--- config.mk ---
export PLATFORM = sky130hd
export DESIGN_NAME = sdcb_core
export DESIGN_NICKNAME = d
export VERILOG_FILES = /design/src/verilog/sdcb_pkg.sv /design/src/verilog/sdcb_core.sv /design/src/verilog/sdcb_decode.sv /design/src/verilog/sdcb_byte_store.sv
export SDC_FILE = /design/constraint.sdc
export NUM_CORES = 2
export LEC_CHECK = 0
export ABC_AREA = 1
export BUFFER_PORTS_ARGS = -buffer_cell sky130_fd_sc_hd__buf_4
export CAP_MARGIN = 20
export CORE_MARGIN = 2
export CORE_UTILIZATION = 50
export CTS_CLUSTER_SIZE = 24
export DETAILED_ROUTE_END_ITERATION = 7
export HOLD_SLACK_MARGIN = 0.05
export PLACE_DENSITY = 0.67
export SYNTH_ARGS = -nofsm -noshare
export SYNTH_HDL_FRONTEND = slang
export SYNTH_HIERARCHICAL = 1
export SYNTH_SLANG_ARGS = --single-unit
export TNS_END_PERCENT = 5
--- constraint.sdc ---
create_clock -name core_clk -period 5 [get_ports core_clk]
set_clock_uncertainty 0.1 [all_clocks]
set_input_delay 1 -clock core_clk [delete_from_list [all_inputs] [get_ports core_clk]]
set_output_delay 1 -clock core_clk [all_outputs]
set_load 0.02 [all_outputs]
--- src/verilog/sdcb_pkg.sv ---
// sdcb_pkg: shared constants and types for the dram command and bank control block
// assumes a single core clock at 40 MHz; all times are converted to cycles here
`default_nettype none
package sdcb_pkg;
    localparam int NUM_BANKS = 8;
    localparam int BANK_W = 3;
    localparam int ROW_W = 16;
    localparam int COL_W = 10;
    localparam int ADDR_W = 16;
    localparam int CLK_PERIOD_PS = 25000;
    localparam int AUTOCLOSE_BIT = 10;
    localparam int CHOP_BIT = 12;
    localparam int BURST_LONG_BEATS = 8;
    localparam int BURST_SHORT_BEATS = 4;
    // times in picoseconds with the printed-style defaults chosen neutral
    localparam int PRECHARGE_PERIOD_PS = 13750;
    localparam int ROW_ACTIVE_MIN_PS = 35000;
    localparam int FETCH_TO_CLOSE_PS = 7500;
    localparam int WRITE_RECOVERY_PS = 15000;
    localparam int PRECHARGE_PERIOD_CYC = (PRECHARGE_PERIOD_PS + CLK_PERIOD_PS - 1) / CLK_PERIOD_PS;
    localparam int ROW_ACTIVE_MIN_CYC = (ROW_ACTIVE_MIN_PS + CLK_PERIOD_PS - 1) / CLK_PERIOD_PS;
    localparam int FETCH_TO_CLOSE_CYC = (FETCH_TO_CLOSE_PS + CLK_PERIOD_PS - 1) / CLK_PERIOD_PS;
    localparam int WRITE_RECOVERY_CYC = (WRITE_RECOVERY_PS + CLK_PERIOD_PS - 1) / CLK_PERIOD_PS;
    localparam int SELF_EXIT_LOCK_CYC = 512;
    localparam int TIMER_W = 8;
    localparam logic [TIMER_W-1:0] TIMER_ZERO = 8'h00;
    localparam logic [ROW_W-1:0] ROW_RESET = 16'h0000;

    typedef enum logic [3:0] {
        SDCB_IDLE_CYCLE = 4'h0,
        SDCB_UNSELECTED = 4'h1,
        SDCB_MODE_LOAD = 4'h2,
        SDCB_RENEW = 4'h3,
        SDCB_SELF_ENTER = 4'h4,
        SDCB_CLOSE = 4'h5,
        SDCB_ROW_OPEN = 4'h6,
        SDCB_STORE = 4'h7,
        SDCB_FETCH = 4'h8,
        SDCB_CAL = 4'h9
    } sdcb_cmd_t;

    typedef enum logic [1:0] {
        SDCB_BANK_IDLE = 2'h0,
        SDCB_BANK_OPEN = 2'h1,
        SDCB_BANK_CLOSING = 2'h2
    } sdcb_bank_st_t;

    typedef struct packed {
        logic chip_sel_n;
        logic row_strobe_n;
        logic col_strobe_n;
        logic write_strobe_n;
        logic [BANK_W-1:0] bank_select_inputs;
        logic [ADDR_W-1:0] addr;
    } sdcb_cmd_pins_t;

    typedef struct packed {
        logic valid;
        logic [BANK_W-1:0] bank;
        logic [ROW_W-1:0] row;
        logic [COL_W-1:0] col;
        logic long_burst;
    } sdcb_access_t;
endpackage
`default_nettype wire

--- src/verilog/sdcb_core.sv ---
// sdcb_core: command interpreter and per-bank state for a ddr dram model
// assumes pin inputs arrive asynchronously and are double registered here
`default_nettype none
// Operation
// - idle cycle registers nothing, bursts continue
// - unselected chip ignores inputs, work completes
// - row open holds row until bank closed
// - fetch starts burst at bank and column
// - bit ten requests close, at burst end for a store only
// - masked store beats leave bytes unchanged
// - close with bit ten closes all banks
// - closed bank idles after precharge period
// - close on idle or closing bank ignored
// - fetch autoclose starts at latency plus delay
// - store autoclose waits for last beat stored
// - autoclose held off until row active minimum
// - renew uses internal row, one per command
// - renew with clock enable low enters self renew
// - self renew disables loop and termination
// - calibration long and short performed when idle
// - calibration runs concurrently with loop lock
// - strobes decoded each rising edge into commands
// - bit twelve selects eight or four beats
module sdcb_core
    import sdcb_pkg::*;
#(
    parameter int ADDITIVE_LATENCY = 0,
    parameter int MEM_AW = 8
) (
    input wire logic core_clk,
    input wire logic reset_n,
    input wire sdcb_cmd_pins_t cmd_pins,
    input wire logic clk_enable,
    input wire logic [7:0] store_data,
    input wire logic byte_mask,
    output sdcb_access_t fetch_access_q,
    output logic [7:0] fetch_data_q,
    output logic [NUM_BANKS-1:0] bank_open_q,
    output logic [NUM_BANKS*ROW_W-1:0] bank_rows_q,
    output logic [ADDR_W-1:0] mode_value_q,
    output logic [1:0] mode_select_q,
    output logic self_renew_q,
    output logic loop_enabled_q,
    output logic termination_enabled_q,
    output logic calibrating_q,
    output logic [15:0] renew_row_q,
    output logic burst_busy_q
);
    localparam int BEAT_W = 4;

    initial begin
        if (ADDITIVE_LATENCY < 0 || ADDITIVE_LATENCY > 31) $error("additive latency out of range");
        if (MEM_AW < 4 || MEM_AW > 12) $error("memory address width out of range");
    end

    function automatic logic [TIMER_W-1:0] cyc(input int n);
        return n[TIMER_W-1:0];
    endfunction

    // two-stage input synchronisers
    sdcb_cmd_pins_t pins_s1_q, pins_q;
    logic cke_s1_q, cke_q, cke_prev_q;
    logic [7:0] data_s1_q, data_q;
    logic mask_s1_q, mask_q;

    always_ff @(posedge core_clk) begin
        pins_s1_q <= cmd_pins;
        pins_q <= pins_s1_q;
        cke_s1_q <= clk_enable;
        cke_q <= cke_s1_q;
        data_s1_q <= store_data;
        data_q <= data_s1_q;
        mask_s1_q <= byte_mask;
        mask_q <= mask_s1_q;
    end

    always_ff @(posedge core_clk) begin
        if (!reset_n) begin
            cke_prev_q <= 1'b0;
        end else begin
            cke_prev_q <= cke_q;
        end
    end

    sdcb_cmd_t cmd;
    sdcb_decode u_decode (
        .pins(pins_q),
        .cke_prev(cke_prev_q),
        .cke_now(cke_q),
        .cmd(cmd)
    );

    // self renew ignores everything but clock enable
    logic live;
    assign live = cke_prev_q && cke_q && !self_renew_q;

    logic [BANK_W-1:0] ba;
    logic ap_bit, long_bit;
    assign ba = pins_q.bank_select_inputs;
    assign ap_bit = pins_q.addr[AUTOCLOSE_BIT];
    assign long_bit = pins_q.addr[CHOP_BIT];

    // per-bank state
    sdcb_bank_st_t bank_st_q [NUM_BANKS];
    logic [TIMER_W-1:0] bank_tmr_q [NUM_BANKS];
    logic [TIMER_W-1:0] ras_tmr_q [NUM_BANKS];
    logic ac_pend_q [NUM_BANKS];
    logic [TIMER_W-1:0] ac_tmr_q [NUM_BANKS];

    // write burst tracking
    logic [BEAT_W-1:0] beats_left_q;
    logic [BANK_W-1:0] wr_bank_q;
    logic wr_ac_q;
    logic [MEM_AW-1:0] wr_ptr_q;

    logic [9:0] lock_cnt_q;
    logic store_go, fetch_go, open_go, close_go;
    assign store_go = live && cmd == SDCB_STORE && bank_st_q[ba] == SDCB_BANK_OPEN;
    assign fetch_go = live && cmd == SDCB_FETCH && bank_st_q[ba] == SDCB_BANK_OPEN && lock_cnt_q == 10'h000;
    assign open_go = live && cmd == SDCB_ROW_OPEN && bank_st_q[ba] == SDCB_BANK_IDLE
                     && bank_tmr_q[ba] == TIMER_ZERO;
    assign close_go = live && cmd == SDCB_CLOSE;

    logic wr_last;
    assign wr_last = beats_left_q == 4'h1;

    genvar g;
    generate
        for (g = 0; g < NUM_BANKS; g++) begin : g_bank
            logic sel, close_this, ac_fire;
            assign sel = ba == BANK_W'(g);
            // a closing or idle bank treats the close as no work
            assign close_this = close_go && (ap_bit || sel) && bank_st_q[g] == SDCB_BANK_OPEN;
            // autoclose waits for both its own delay and the restore interval
            assign ac_fire = ac_pend_q[g] && ac_tmr_q[g] == TIMER_ZERO && ras_tmr_q[g] == TIMER_ZERO;

            always_ff @(posedge core_clk) begin
                if (!reset_n) begin
                    bank_st_q[g] <= SDCB_BANK_IDLE;
                    bank_tmr_q[g] <= TIMER_ZERO;
                    bank_rows_q[g*ROW_W +: ROW_W] <= ROW_RESET;
                end else if (open_go && sel) begin
                    bank_st_q[g] <= SDCB_BANK_OPEN;
                    bank_rows_q[g*ROW_W +: ROW_W] <= pins_q.addr[ROW_W-1:0];
                end else if (close_this || ac_fire) begin
                    bank_st_q[g] <= SDCB_BANK_CLOSING;
                    bank_tmr_q[g] <= cyc(PRECHARGE_PERIOD_CYC);
                end else if (bank_st_q[g] == SDCB_BANK_CLOSING) begin
                    if (bank_tmr_q[g] <= cyc(1)) begin
                        bank_st_q[g] <= SDCB_BANK_IDLE;
                        bank_tmr_q[g] <= TIMER_ZERO;
                    end else begin
                        bank_tmr_q[g] <= bank_tmr_q[g] - cyc(1);
                    end
                end
            end

            always_ff @(posedge core_clk) begin
                if (!reset_n) begin
                    ras_tmr_q[g] <= TIMER_ZERO;
                end else if (open_go && sel) begin
                    ras_tmr_q[g] <= cyc(ROW_ACTIVE_MIN_CYC);
                end else if (ras_tmr_q[g] != TIMER_ZERO) begin
                    ras_tmr_q[g] <= ras_tmr_q[g] - cyc(1);
                end
            end

            always_ff @(posedge core_clk) begin
                if (!reset_n) begin
                    ac_pend_q[g] <= 1'b0;
                    ac_tmr_q[g] <= TIMER_ZERO;
                end else if (fetch_go && sel && ap_bit) begin
                    ac_pend_q[g] <= 1'b1;
                    ac_tmr_q[g] <= cyc(ADDITIVE_LATENCY + FETCH_TO_CLOSE_CYC - 1);
                end else if (store_go && sel && ap_bit) begin
                    // parked until the last beat lands, then write recovery
                    ac_pend_q[g] <= 1'b0;
                    ac_tmr_q[g] <= TIMER_ZERO;
                end else if (wr_ac_q && wr_last && wr_bank_q == BANK_W'(g)) begin
                    ac_pend_q[g] <= 1'b1;
                    ac_tmr_q[g] <= cyc(WRITE_RECOVERY_CYC);
                end else if (ac_fire || close_this) begin
                    ac_pend_q[g] <= 1'b0;
                end else if (ac_tmr_q[g] != TIMER_ZERO) begin
                    ac_tmr_q[g] <= ac_tmr_q[g] - cyc(1);
                end
            end

            assign bank_open_q[g] = bank_st_q[g] == SDCB_BANK_OPEN;
        end
    endgenerate

    // write burst: a new command during the burst does not cut it short
    always_ff @(posedge core_clk) begin
        if (!reset_n) begin
            beats_left_q <= 4'h0;
            wr_bank_q <= 3'h0;
            wr_ac_q <= 1'b0;
            wr_ptr_q <= '0;
        end else if (store_go && beats_left_q == 4'h0) begin
            beats_left_q <= long_bit ? 4'h8 : 4'h4;
            wr_bank_q <= ba;
            wr_ac_q <= ap_bit;
            wr_ptr_q <= pins_q.addr[MEM_AW-1:0];
        end else if (beats_left_q != 4'h0) begin
            beats_left_q <= beats_left_q - 4'h1;
            wr_ptr_q <= wr_ptr_q + {{(MEM_AW-1){1'b0}}, 1'b1};
            if (wr_last) begin
                wr_ac_q <= 1'b0;
            end
        end
    end

    // read burst beat counter and access report
    logic [BEAT_W-1:0] rd_left_q;
    logic [MEM_AW-1:0] rd_ptr_q;

    always_ff @(posedge core_clk) begin
        if (!reset_n) begin
            rd_left_q <= 4'h0;
            rd_ptr_q <= '0;
            fetch_access_q <= '0;
        end else begin
            fetch_access_q.valid <= fetch_go;
            if (fetch_go) begin
                fetch_access_q.bank <= ba;
                fetch_access_q.row <= bank_rows_q[ba*ROW_W +: ROW_W];
                fetch_access_q.col <= pins_q.addr[COL_W-1:0];
                fetch_access_q.long_burst <= long_bit;
                rd_left_q <= long_bit ? 4'h8 : 4'h4;
                rd_ptr_q <= pins_q.addr[MEM_AW-1:0];
            end else if (rd_left_q != 4'h0) begin
                rd_left_q <= rd_left_q - 4'h1;
                rd_ptr_q <= rd_ptr_q + {{(MEM_AW-1){1'b0}}, 1'b1};
            end
        end
    end

    assign burst_busy_q = (beats_left_q != 4'h0) || (rd_left_q != 4'h0);

    sdcb_byte_store #(
        .DEPTH(1 << MEM_AW),
        .AW(MEM_AW)
    ) u_store (
        .core_clk(core_clk),
        .wr_en(beats_left_q != 4'h0),
        .wr_mask(mask_q),
        .wr_addr(wr_ptr_q),
        .wr_data(data_q),
        .rd_addr(rd_ptr_q),
        .rd_data_q(fetch_data_q)
    );

    // mode load: taken only with every bank idle; the controller owns the wait after it
    logic all_idle;
    always_comb begin
        all_idle = 1'b1;
        for (int i = 0; i < NUM_BANKS; i++) begin
            if (bank_st_q[i] != SDCB_BANK_IDLE) all_idle = 1'b0;
        end
    end

    always_ff @(posedge core_clk) begin
        if (!reset_n) begin
            mode_value_q <= 16'h0000;
            mode_select_q <= 2'h0;
        end else if (live && cmd == SDCB_MODE_LOAD && all_idle) begin
            mode_value_q <= pins_q.addr;
            mode_select_q <= ba[1:0];
        end
    end

    // renew: one internal row per command, address inputs unused
    always_ff @(posedge core_clk) begin
        if (!reset_n) begin
            renew_row_q <= 16'h0000;
        end else if ((live && cmd == SDCB_RENEW && all_idle)
                     || (cke_prev_q && !self_renew_q && cmd == SDCB_SELF_ENTER)) begin
            renew_row_q <= renew_row_q + 16'h0001;
        end
    end

    // self renew entry and exit; exit is clock enable rising
    always_ff @(posedge core_clk) begin
        if (!reset_n) begin
            self_renew_q <= 1'b0;
            loop_enabled_q <= 1'b1;
            termination_enabled_q <= 1'b1;
        end else if (!self_renew_q && cke_prev_q && cmd == SDCB_SELF_ENTER && all_idle) begin
            self_renew_q <= 1'b1;
            loop_enabled_q <= 1'b0;
            termination_enabled_q <= 1'b0;
        end else if (self_renew_q && cke_q) begin
            self_renew_q <= 1'b0;
            loop_enabled_q <= 1'b1;
            termination_enabled_q <= 1'b1;
        end
    end

    // loop relock after exit; calibration may overlap it
    logic [9:0] cal_cnt_q;

    always_ff @(posedge core_clk) begin
        if (!reset_n) begin
            lock_cnt_q <= 10'h000;
        end else if (self_renew_q && cke_q) begin
            lock_cnt_q <= SELF_EXIT_LOCK_CYC[9:0];
        end else if (lock_cnt_q != 10'h000) begin
            lock_cnt_q <= lock_cnt_q - 10'h001;
        end
    end

    always_ff @(posedge core_clk) begin
        if (!reset_n) begin
            cal_cnt_q <= 10'h000;
        end else if (live && cmd == SDCB_CAL && all_idle) begin
            cal_cnt_q <= ap_bit ? 10'h200 : 10'h040;
        end else if (cal_cnt_q != 10'h000) begin
            cal_cnt_q <= cal_cnt_q - 10'h001;
        end
    end

    assign calibrating_q = cal_cnt_q != 10'h000;
endmodule
`default_nettype wire

--- src/verilog/sdcb_decode.sv ---
// sdcb_decode: turns sampled strobe levels into a command code
// assumes inputs already synchronised to core_clk; purely combinational
`default_nettype none
module sdcb_decode
    import sdcb_pkg::*;
(
    input wire sdcb_cmd_pins_t pins,
    input wire logic cke_prev,
    input wire logic cke_now,
    output sdcb_cmd_t cmd
);
    always_comb begin
        if (pins.chip_sel_n) begin
            cmd = SDCB_UNSELECTED;
        end else begin
            case ({pins.row_strobe_n, pins.col_strobe_n, pins.write_strobe_n})
                3'b000: cmd = SDCB_MODE_LOAD;
                3'b001: cmd = (cke_prev && !cke_now) ? SDCB_SELF_ENTER : SDCB_RENEW;
                3'b010: cmd = SDCB_CLOSE;
                3'b011: cmd = SDCB_ROW_OPEN;
                3'b100: cmd = SDCB_STORE;
                3'b101: cmd = SDCB_FETCH;
                3'b110: cmd = SDCB_CAL;
                3'b111: cmd = SDCB_IDLE_CYCLE;
                default: cmd = SDCB_IDLE_CYCLE;
            endcase
        end
    end
endmodule
`default_nettype wire

--- src/verilog/sdcb_byte_store.sv ---
// sdcb_byte_store: small byte array written beat by beat under a mask
// assumes one beat per core_clk; read data comes from a register
`default_nettype none
module sdcb_byte_store #(
    parameter int DEPTH = 256,
    parameter int AW = 8
) (
    input wire logic core_clk,
    input wire logic wr_en,
    input wire logic wr_mask,
    input wire logic [AW-1:0] wr_addr,
    input wire logic [7:0] wr_data,
    input wire logic [AW-1:0] rd_addr,
    output logic [7:0] rd_data_q
);
    logic [7:0] mem [DEPTH];

    initial begin
        if (DEPTH != (1 << AW)) $error("depth must equal 2**aw");
    end

    always_ff @(posedge core_clk) begin
        // masked beats leave the location untouched
        if (wr_en && !wr_mask) begin
            mem[wr_addr] <= wr_data;
        end
    end

    always_ff @(posedge core_clk) begin
        rd_data_q <= mem[rd_addr];
    end
endmodule
`default_nettype wire

### Word-level counts from Yosys, hierarchy flattened

Memory sizes are Yosys's and may differ from the RTL's. A register that Yosys moved wholly into a read port is not among the register bits.
Index checks and enable logic that the tools add are counted.

* input port bits: 35
* memory bits (writable): 2264
* register bits: 310
* logic and storage cells: 992
* memories kept: 6
* output and inout bits: 214

Memory list
* u_store.mem: depth 256, bits a word 8, read ports 1, clocked after memory_dff 1, wr ports 1, RTL line sdcb_byte_store.sv:16 `logic [7:0] mem [DEPTH];`
* ac_tmr_q: depth 8, bits a word 8, read ports 8, clocked after memory_dff 0, wr ports 8, RTL line sdcb_core.sv:108 `logic [TIMER_W-1:0] ac_tmr_q [NUM_BANKS];`
* bank_tmr_q: depth 8, bits a word 8, read ports 9, clocked after memory_dff 1, wr ports 8, RTL line sdcb_core.sv:105 `logic [TIMER_W-1:0] bank_tmr_q [NUM_BANKS];`
* ras_tmr_q: depth 8, bits a word 8, read ports 8, clocked after memory_dff 0, wr ports 8, RTL line sdcb_core.sv:106 `logic [TIMER_W-1:0] ras_tmr_q [NUM_BANKS];`
* bank_st_q: depth 8, bits a word 2, read ports 9, clocked after memory_dff 1, wr ports 8, RTL line sdcb_core.sv:104 `sdcb_bank_st_t bank_st_q [NUM_BANKS];`
* ac_pend_q: depth 8, bits a word 1, read ports 8, clocked after memory_dff 0, wr ports 8, RTL line sdcb_core.sv:107 `logic ac_pend_q [NUM_BANKS];`

* bitwise gates (word level): 129
* shift-type cells: 1
* mux-type cells: 539
* $lt $le $gt $ge: 8
* equality and inequality tests: 47
* reduce and logical (&&, ||, !) cells: 185
* add/subtract/negate cells: 31

Operators with widths (count)
* 8-bit two-way mux: 76
* 1-bit two-way mux: 426
* 8-bit by 1-bit subtractor with 8-bit output (second input constant): 24
* 8-bit zero test: 17
* 1-bit bitwise OR: 128
* 8-bit nonzero test: 16
* 128-bit by 8-bit variable part select with 16-bit output: 1
* 1-bit logical AND: 105
* 8-bit by 1-bit <= comparator with 1-bit output (second input constant): 8
* 10-bit two-way mux: 5
* 2-bit two-way mux: 24
* 3-bit == test (second input constant): 12
* 4-bit one-hot mux with 8 select lines: 1
* 2-bit nonzero test: 14
* 4-bit two-way mux: 6
* 10-bit nonzero test: 2
* 10-bit by 1-bit subtractor with 10-bit output (second input constant): 2
* 2-bit by 1-bit == test with 1-bit output (second input constant): 9
* 3-bit by 2-bit == test with 1-bit output (second input constant): 6
* 1-bit logical OR: 18
* 16-bit by 1-bit adder with 16-bit output (second input constant): 1
* 8-bit by 1-bit adder with 8-bit output (second input constant): 2
* 2-bit == test (second input constant): 8
* 4-bit by 3-bit == test with 1-bit output (second input constant): 4
* other kinds (15): 25

### Logic depth before layout (Yosys ltp)

* depth after elaboration: 18
* mapped depth: 15
* mapped depth without buffers: 15

### Hierarchy

The synthesis kept the hierarchy.

By module, submodules not included
* sdcb_byte_store: area each 83436.3 um^2, cells each 7005, instances 1, seq. area each 61659.1 um^2
* sdcb_core: area each 24711.2 um^2, cells each 2995, instances 1, seq. area each 12682.2 um^2
* sdcb_decode: area each 76.3 um^2, cells each 17, instances 1, seq. area each 0.0 um^2

### Least setup slack after synthesis

Ideal clock, no wire load.

* kind: register to register
* start: register data_q[0]
* end: memory u_store.mem[0][0] (data pin)
* arrival time: 3382 ps
* path buffers: 0
* library setup time: 852 ps
* slack: 666 ps
* cell stages (with the launch flop): 1
* data required time: 4048 ps
* period minus slack after synthesis: 4334 ps
* cell sequence: dfxtp_1

RTL lines
* start: declaration: RTL line sdcb_core.sv:63 `logic [7:0] data_s1_q, data_q;`
* start signal: assignment: RTL line sdcb_core.sv:72 `data_q <= data_s1_q;`
* end: declaration: RTL line sdcb_byte_store.sv:16

No word-level cell before the write port.

### Final worst setup path

* start: register cal_cnt_q[0]
* end: output port calibrating_q

* cells in the longest elaborated chain, start to end: 1

Ends and longest elaborated chain
* start: declaration: RTL line sdcb_core.sv:301 `logic [9:0] cal_cnt_q;`
* start signal: assignment: RTL line sdcb_core.sv:317 `cal_cnt_q <= ap_bit ? 10'h200 : 10'h040;`
* start signal: assignment: RTL line sdcb_core.sv:319 `cal_cnt_q <= cal_cnt_q - 10'h001;`
* 10-bit nonzero test: RTL line sdcb_core.sv:323 `assign calibrating_q = cal_cnt_q != 10'h000;`
* end: declaration: RTL line sdcb_core.sv:45 `output logic calibrating_q,`

Every way passes these cells.

==> flow_metrics.env <==
export IMPL_status="complete, no violations"
export IMPL_grt_pass1_vias=72037
export IMPL_reg2reg_depth=11
export IMPL_fmax_mhz=250
export IMPL_whs_path_depth=1
export IMPL_syn_nets=10110
export IMPL_crit_path_start_kind="register"
export IMPL_ys_async_sr_fraction_pct=0
export IMPL_vias=76309
export IMPL_criticalPathCategory="register to output pin"
export IMPL_end_kind="output pin"
export IMPL_crit_arrival_ps=2900
export IMPL_slew_violations=0
export IMPL_synth_top_area_share_pct=62.8
export IMPL_finalInstanceArea_um2=121000
export IMPL_dp_hpwl_um=181000
export IMPL_ys_ff_latch=2582
export IMPL_io_pins=249
export IMPL_finalSetupViolCount=0
export IMPL_slowest_stage="nor3_1"
export IMPL_min_path_type="input pin to register"
export IMPL_cpMostUsedCell="inv_1"
export IMPL_tns_ps=0
export IMPL_grt_max_degree=189
export IMPL_die_w_um=469
export IMPL_cts_hold_buf=18
export IMPL_postRouteAntennaNets=0
export IMPL_synth_edf_count=2263
export IMPL_crit_required_ps=3900
export IMPL_vdd_ir_drop_max_mv=0.449
export IMPL_numClockSinks=2582
export IMPL_yosysSeqAreaShare_pct=68.7
export IMPL_grt_pass1_wl_um=454000
export IMPL_clk_insertion_delay_late_ps=920
export IMPL_layout_drive_gt1_share_pct=8.22
export IMPL_powerDensity_nw_per_um2=505
export IMPL_rows=170
export IMPL_worstPathCellList="inv_1, ha_1, inv_1, nor3_1, nand4_1, nor2_1, nand2_1, nor2_1, inv_1, buf_4"
export IMPL_dpl_cell_area_um2=112000
export IMPL_drt_iter0_drc=9006
export IMPL_dieArea_um2=220000
export IMPL_cts_tree="built"
export IMPL_grt_usage_pct=27.0
export IMPL_yosysTopAreaCell="edfxtp_1"
export IMPL_cts_root_buf="clkbuf_16"
export IMPL_slew_headroom_pct=17.4
export IMPL_max_stage_delay_ps=340
export IMPL_fp_dieH_um=469
export IMPL_viasPerCell=5.80
export IMPL_power_mw=61.1
export IMPL_yosys_top_cells_area="edfxtp_1, nand2_1, nand3_1"
export IMPL_crit_fanout=4
export IMPL_finalWirelength_um=304000
export IMPL_antenna_found_initial=6
export IMPL_synth_area_um2=108000
export IMPL_globalRoute_totalOverflow=0
export IMPL_period_needed_ps=4000
export IMPL_leakage_nw=44.6
export IMPL_io_buffers=248
export IMPL_yosysWarnings=6
export IMPL_gp_congestion=0.960
export IMPL_drc=0
export IMPL_wl_per_cell_um=23.1
export IMPL_cts_setup_buffers=0
export IMPL_cap_violations=0
export IMPL_clockBufferDepth=4
export IMPL_syn2layout_area_growth_pct=11.8
export IMPL_start_util_pct=50.4
export IMPL_rsz0062_at_grt="false"
export IMPL_nets=10213
export IMPL_path_clk_slew_ps=60
export IMPL_drt_pass1_iter_count=6
export IMPL_post_route_util_pct=56.3
export IMPL_core_area_um2=215000
export IMPL_synth_common_cells="nand2_1, edfxtp_1, nand3_1, nor2_1, dfxtp_1"
export IMPL_yosysMostFrequentCell="nand2_1"
export IMPL_synth_ff_type="edfxtp_1"
export IMPL_h_tree_depth=5
export IMPL_hold_viol_final=0
export IMPL_synth_cells=10017
export IMPL_numCtsBuffers=287
export IMPL_yosysUniqueCellTypes=47
export IMPL_fin_crit_sh_pct=79.9
export IMPL_cts_resized=0
export IMPL_synth_avg_cell_area_um2=10.8
export IMPL_worst_pin_slew_ps=1240
-- final timing paths --
kind / from / endpoint / slack (ps)
max reg2reg: pins_q[20]$_DFF_P_ / bank_tmr_q[6][0]$_DFFE_PP_ / 1270
min: cmd_pins[1] / pins_s1_q[1]$_DFF_P_ / 90
max: cal_cnt_q[0]$_SDFFE_PN0P_ / calibrating_q / 1000
min reg2reg: pins_s1_q[18]$_DFF_P_ / ba[2]$_DFF_P_ / 220
-- state kept, by name (all words and copies together) (netlist names), 10 cells and up --
signal and cells:
u_store/mem 2048, bank_rows_q 128, ac_tmr_q 64, bank_tmr_q 64, ras_tmr_q 64, fetch_access_q 31, pins_s1_q 23, pins_q 18
bank_st_q 16, mode_value_q 16, renew_row_q 16, cal_cnt_q 10, lock_cnt_q 10
-- where the power goes --
| group | switching (mW) | total [mW] | internal (mW) | leakage (nW) |
|---|---|---|---|---|
| Combinational | 11.4 | 16.1 | 4.69 | 17.0 |
| Clock | 8.24 | 20.0 | 11.7 | 4.26 |
| Sequential | 0.805 | 25.1 | 24.3 | 23.4 |
| Total | 20.5 | 61.1 | 40.7 | 44.6 |
-- metal layers --
metal / GRT usage, % / vias up / routed length (um) / part of all wire, %
met5: 0 / - / 18 / 0.0059
met4: 10.9 / 2 / 12700 / 4.2
met1: 36.9 / 37008 / 122000 / 40
met3: 5.34 / 657 / 28900 / 9.5
li1: - / 34849 / - / -
met2: 42.4 / 3793 / 140000 / 46
-- critical path: cells and delay by family, from the launching register on --
| family | cells | cell delay (ps) |
|---|---|---|
| adder cells (fa/ha/maj) | 1 | 170 |
| buffers and inverters | 4 | 430 |
| flip-flops | 1 | 320 |
| AND/OR/NAND/NOR | 5 | 1060 |
-- placed cells by master, fill, tap and decap left out, types with 72 or more instances in the layout --
cell / n
nand2_1: 3032
edfxtp_1: 2263
nand3_1: 2191
nor2_1: 682
buf_4: 326
dfxtp_1: 305
clkbuf_16: 297
inv_1: 280
a21oi_1: 116
o21ai_0: 76
xor2_1: 72
-- cell type report --
cell class | instances | area, um^2
diodes | 7 | 17.5
clock buffers | 376 | 7810
clock inverters | 112 | 911
fillers | 17710 | 93800
inverters | 309 | 1190
multi-input cells | 6558 | 29700
flip-flops and latches | 2582 | 74400
well taps | 2838 | 3550
repair buffers | 382 | 3390
-- stage by stage --
step                setup slack [ps]  instances  hold slack [ps]
floorplan                        666      10017              210
global placement                1510      12651              213
detailed placement              1380      12651              212
CTS                              973      13157             50.3
global route                     721      13161             54.1
finish                          1000      13164             92.3
-- cells by family (layout without fill, tap and decap cells) --
group           count (synthesis)  in the layout  synth area share (%)
xor+xnor                      130            130                  1.05
buf+inv                       877           1179                  3.83
simple gates                 6133           6133                  24.5
compound gates                221            221                  1.07
fa+ha+maj                      58             58                 0.671
mux                            16             16                 0.148
flops                        2582           2582                  68.7
other cells                     0              7                     0
Note: power is estimated with default switching activity, not from simulation.
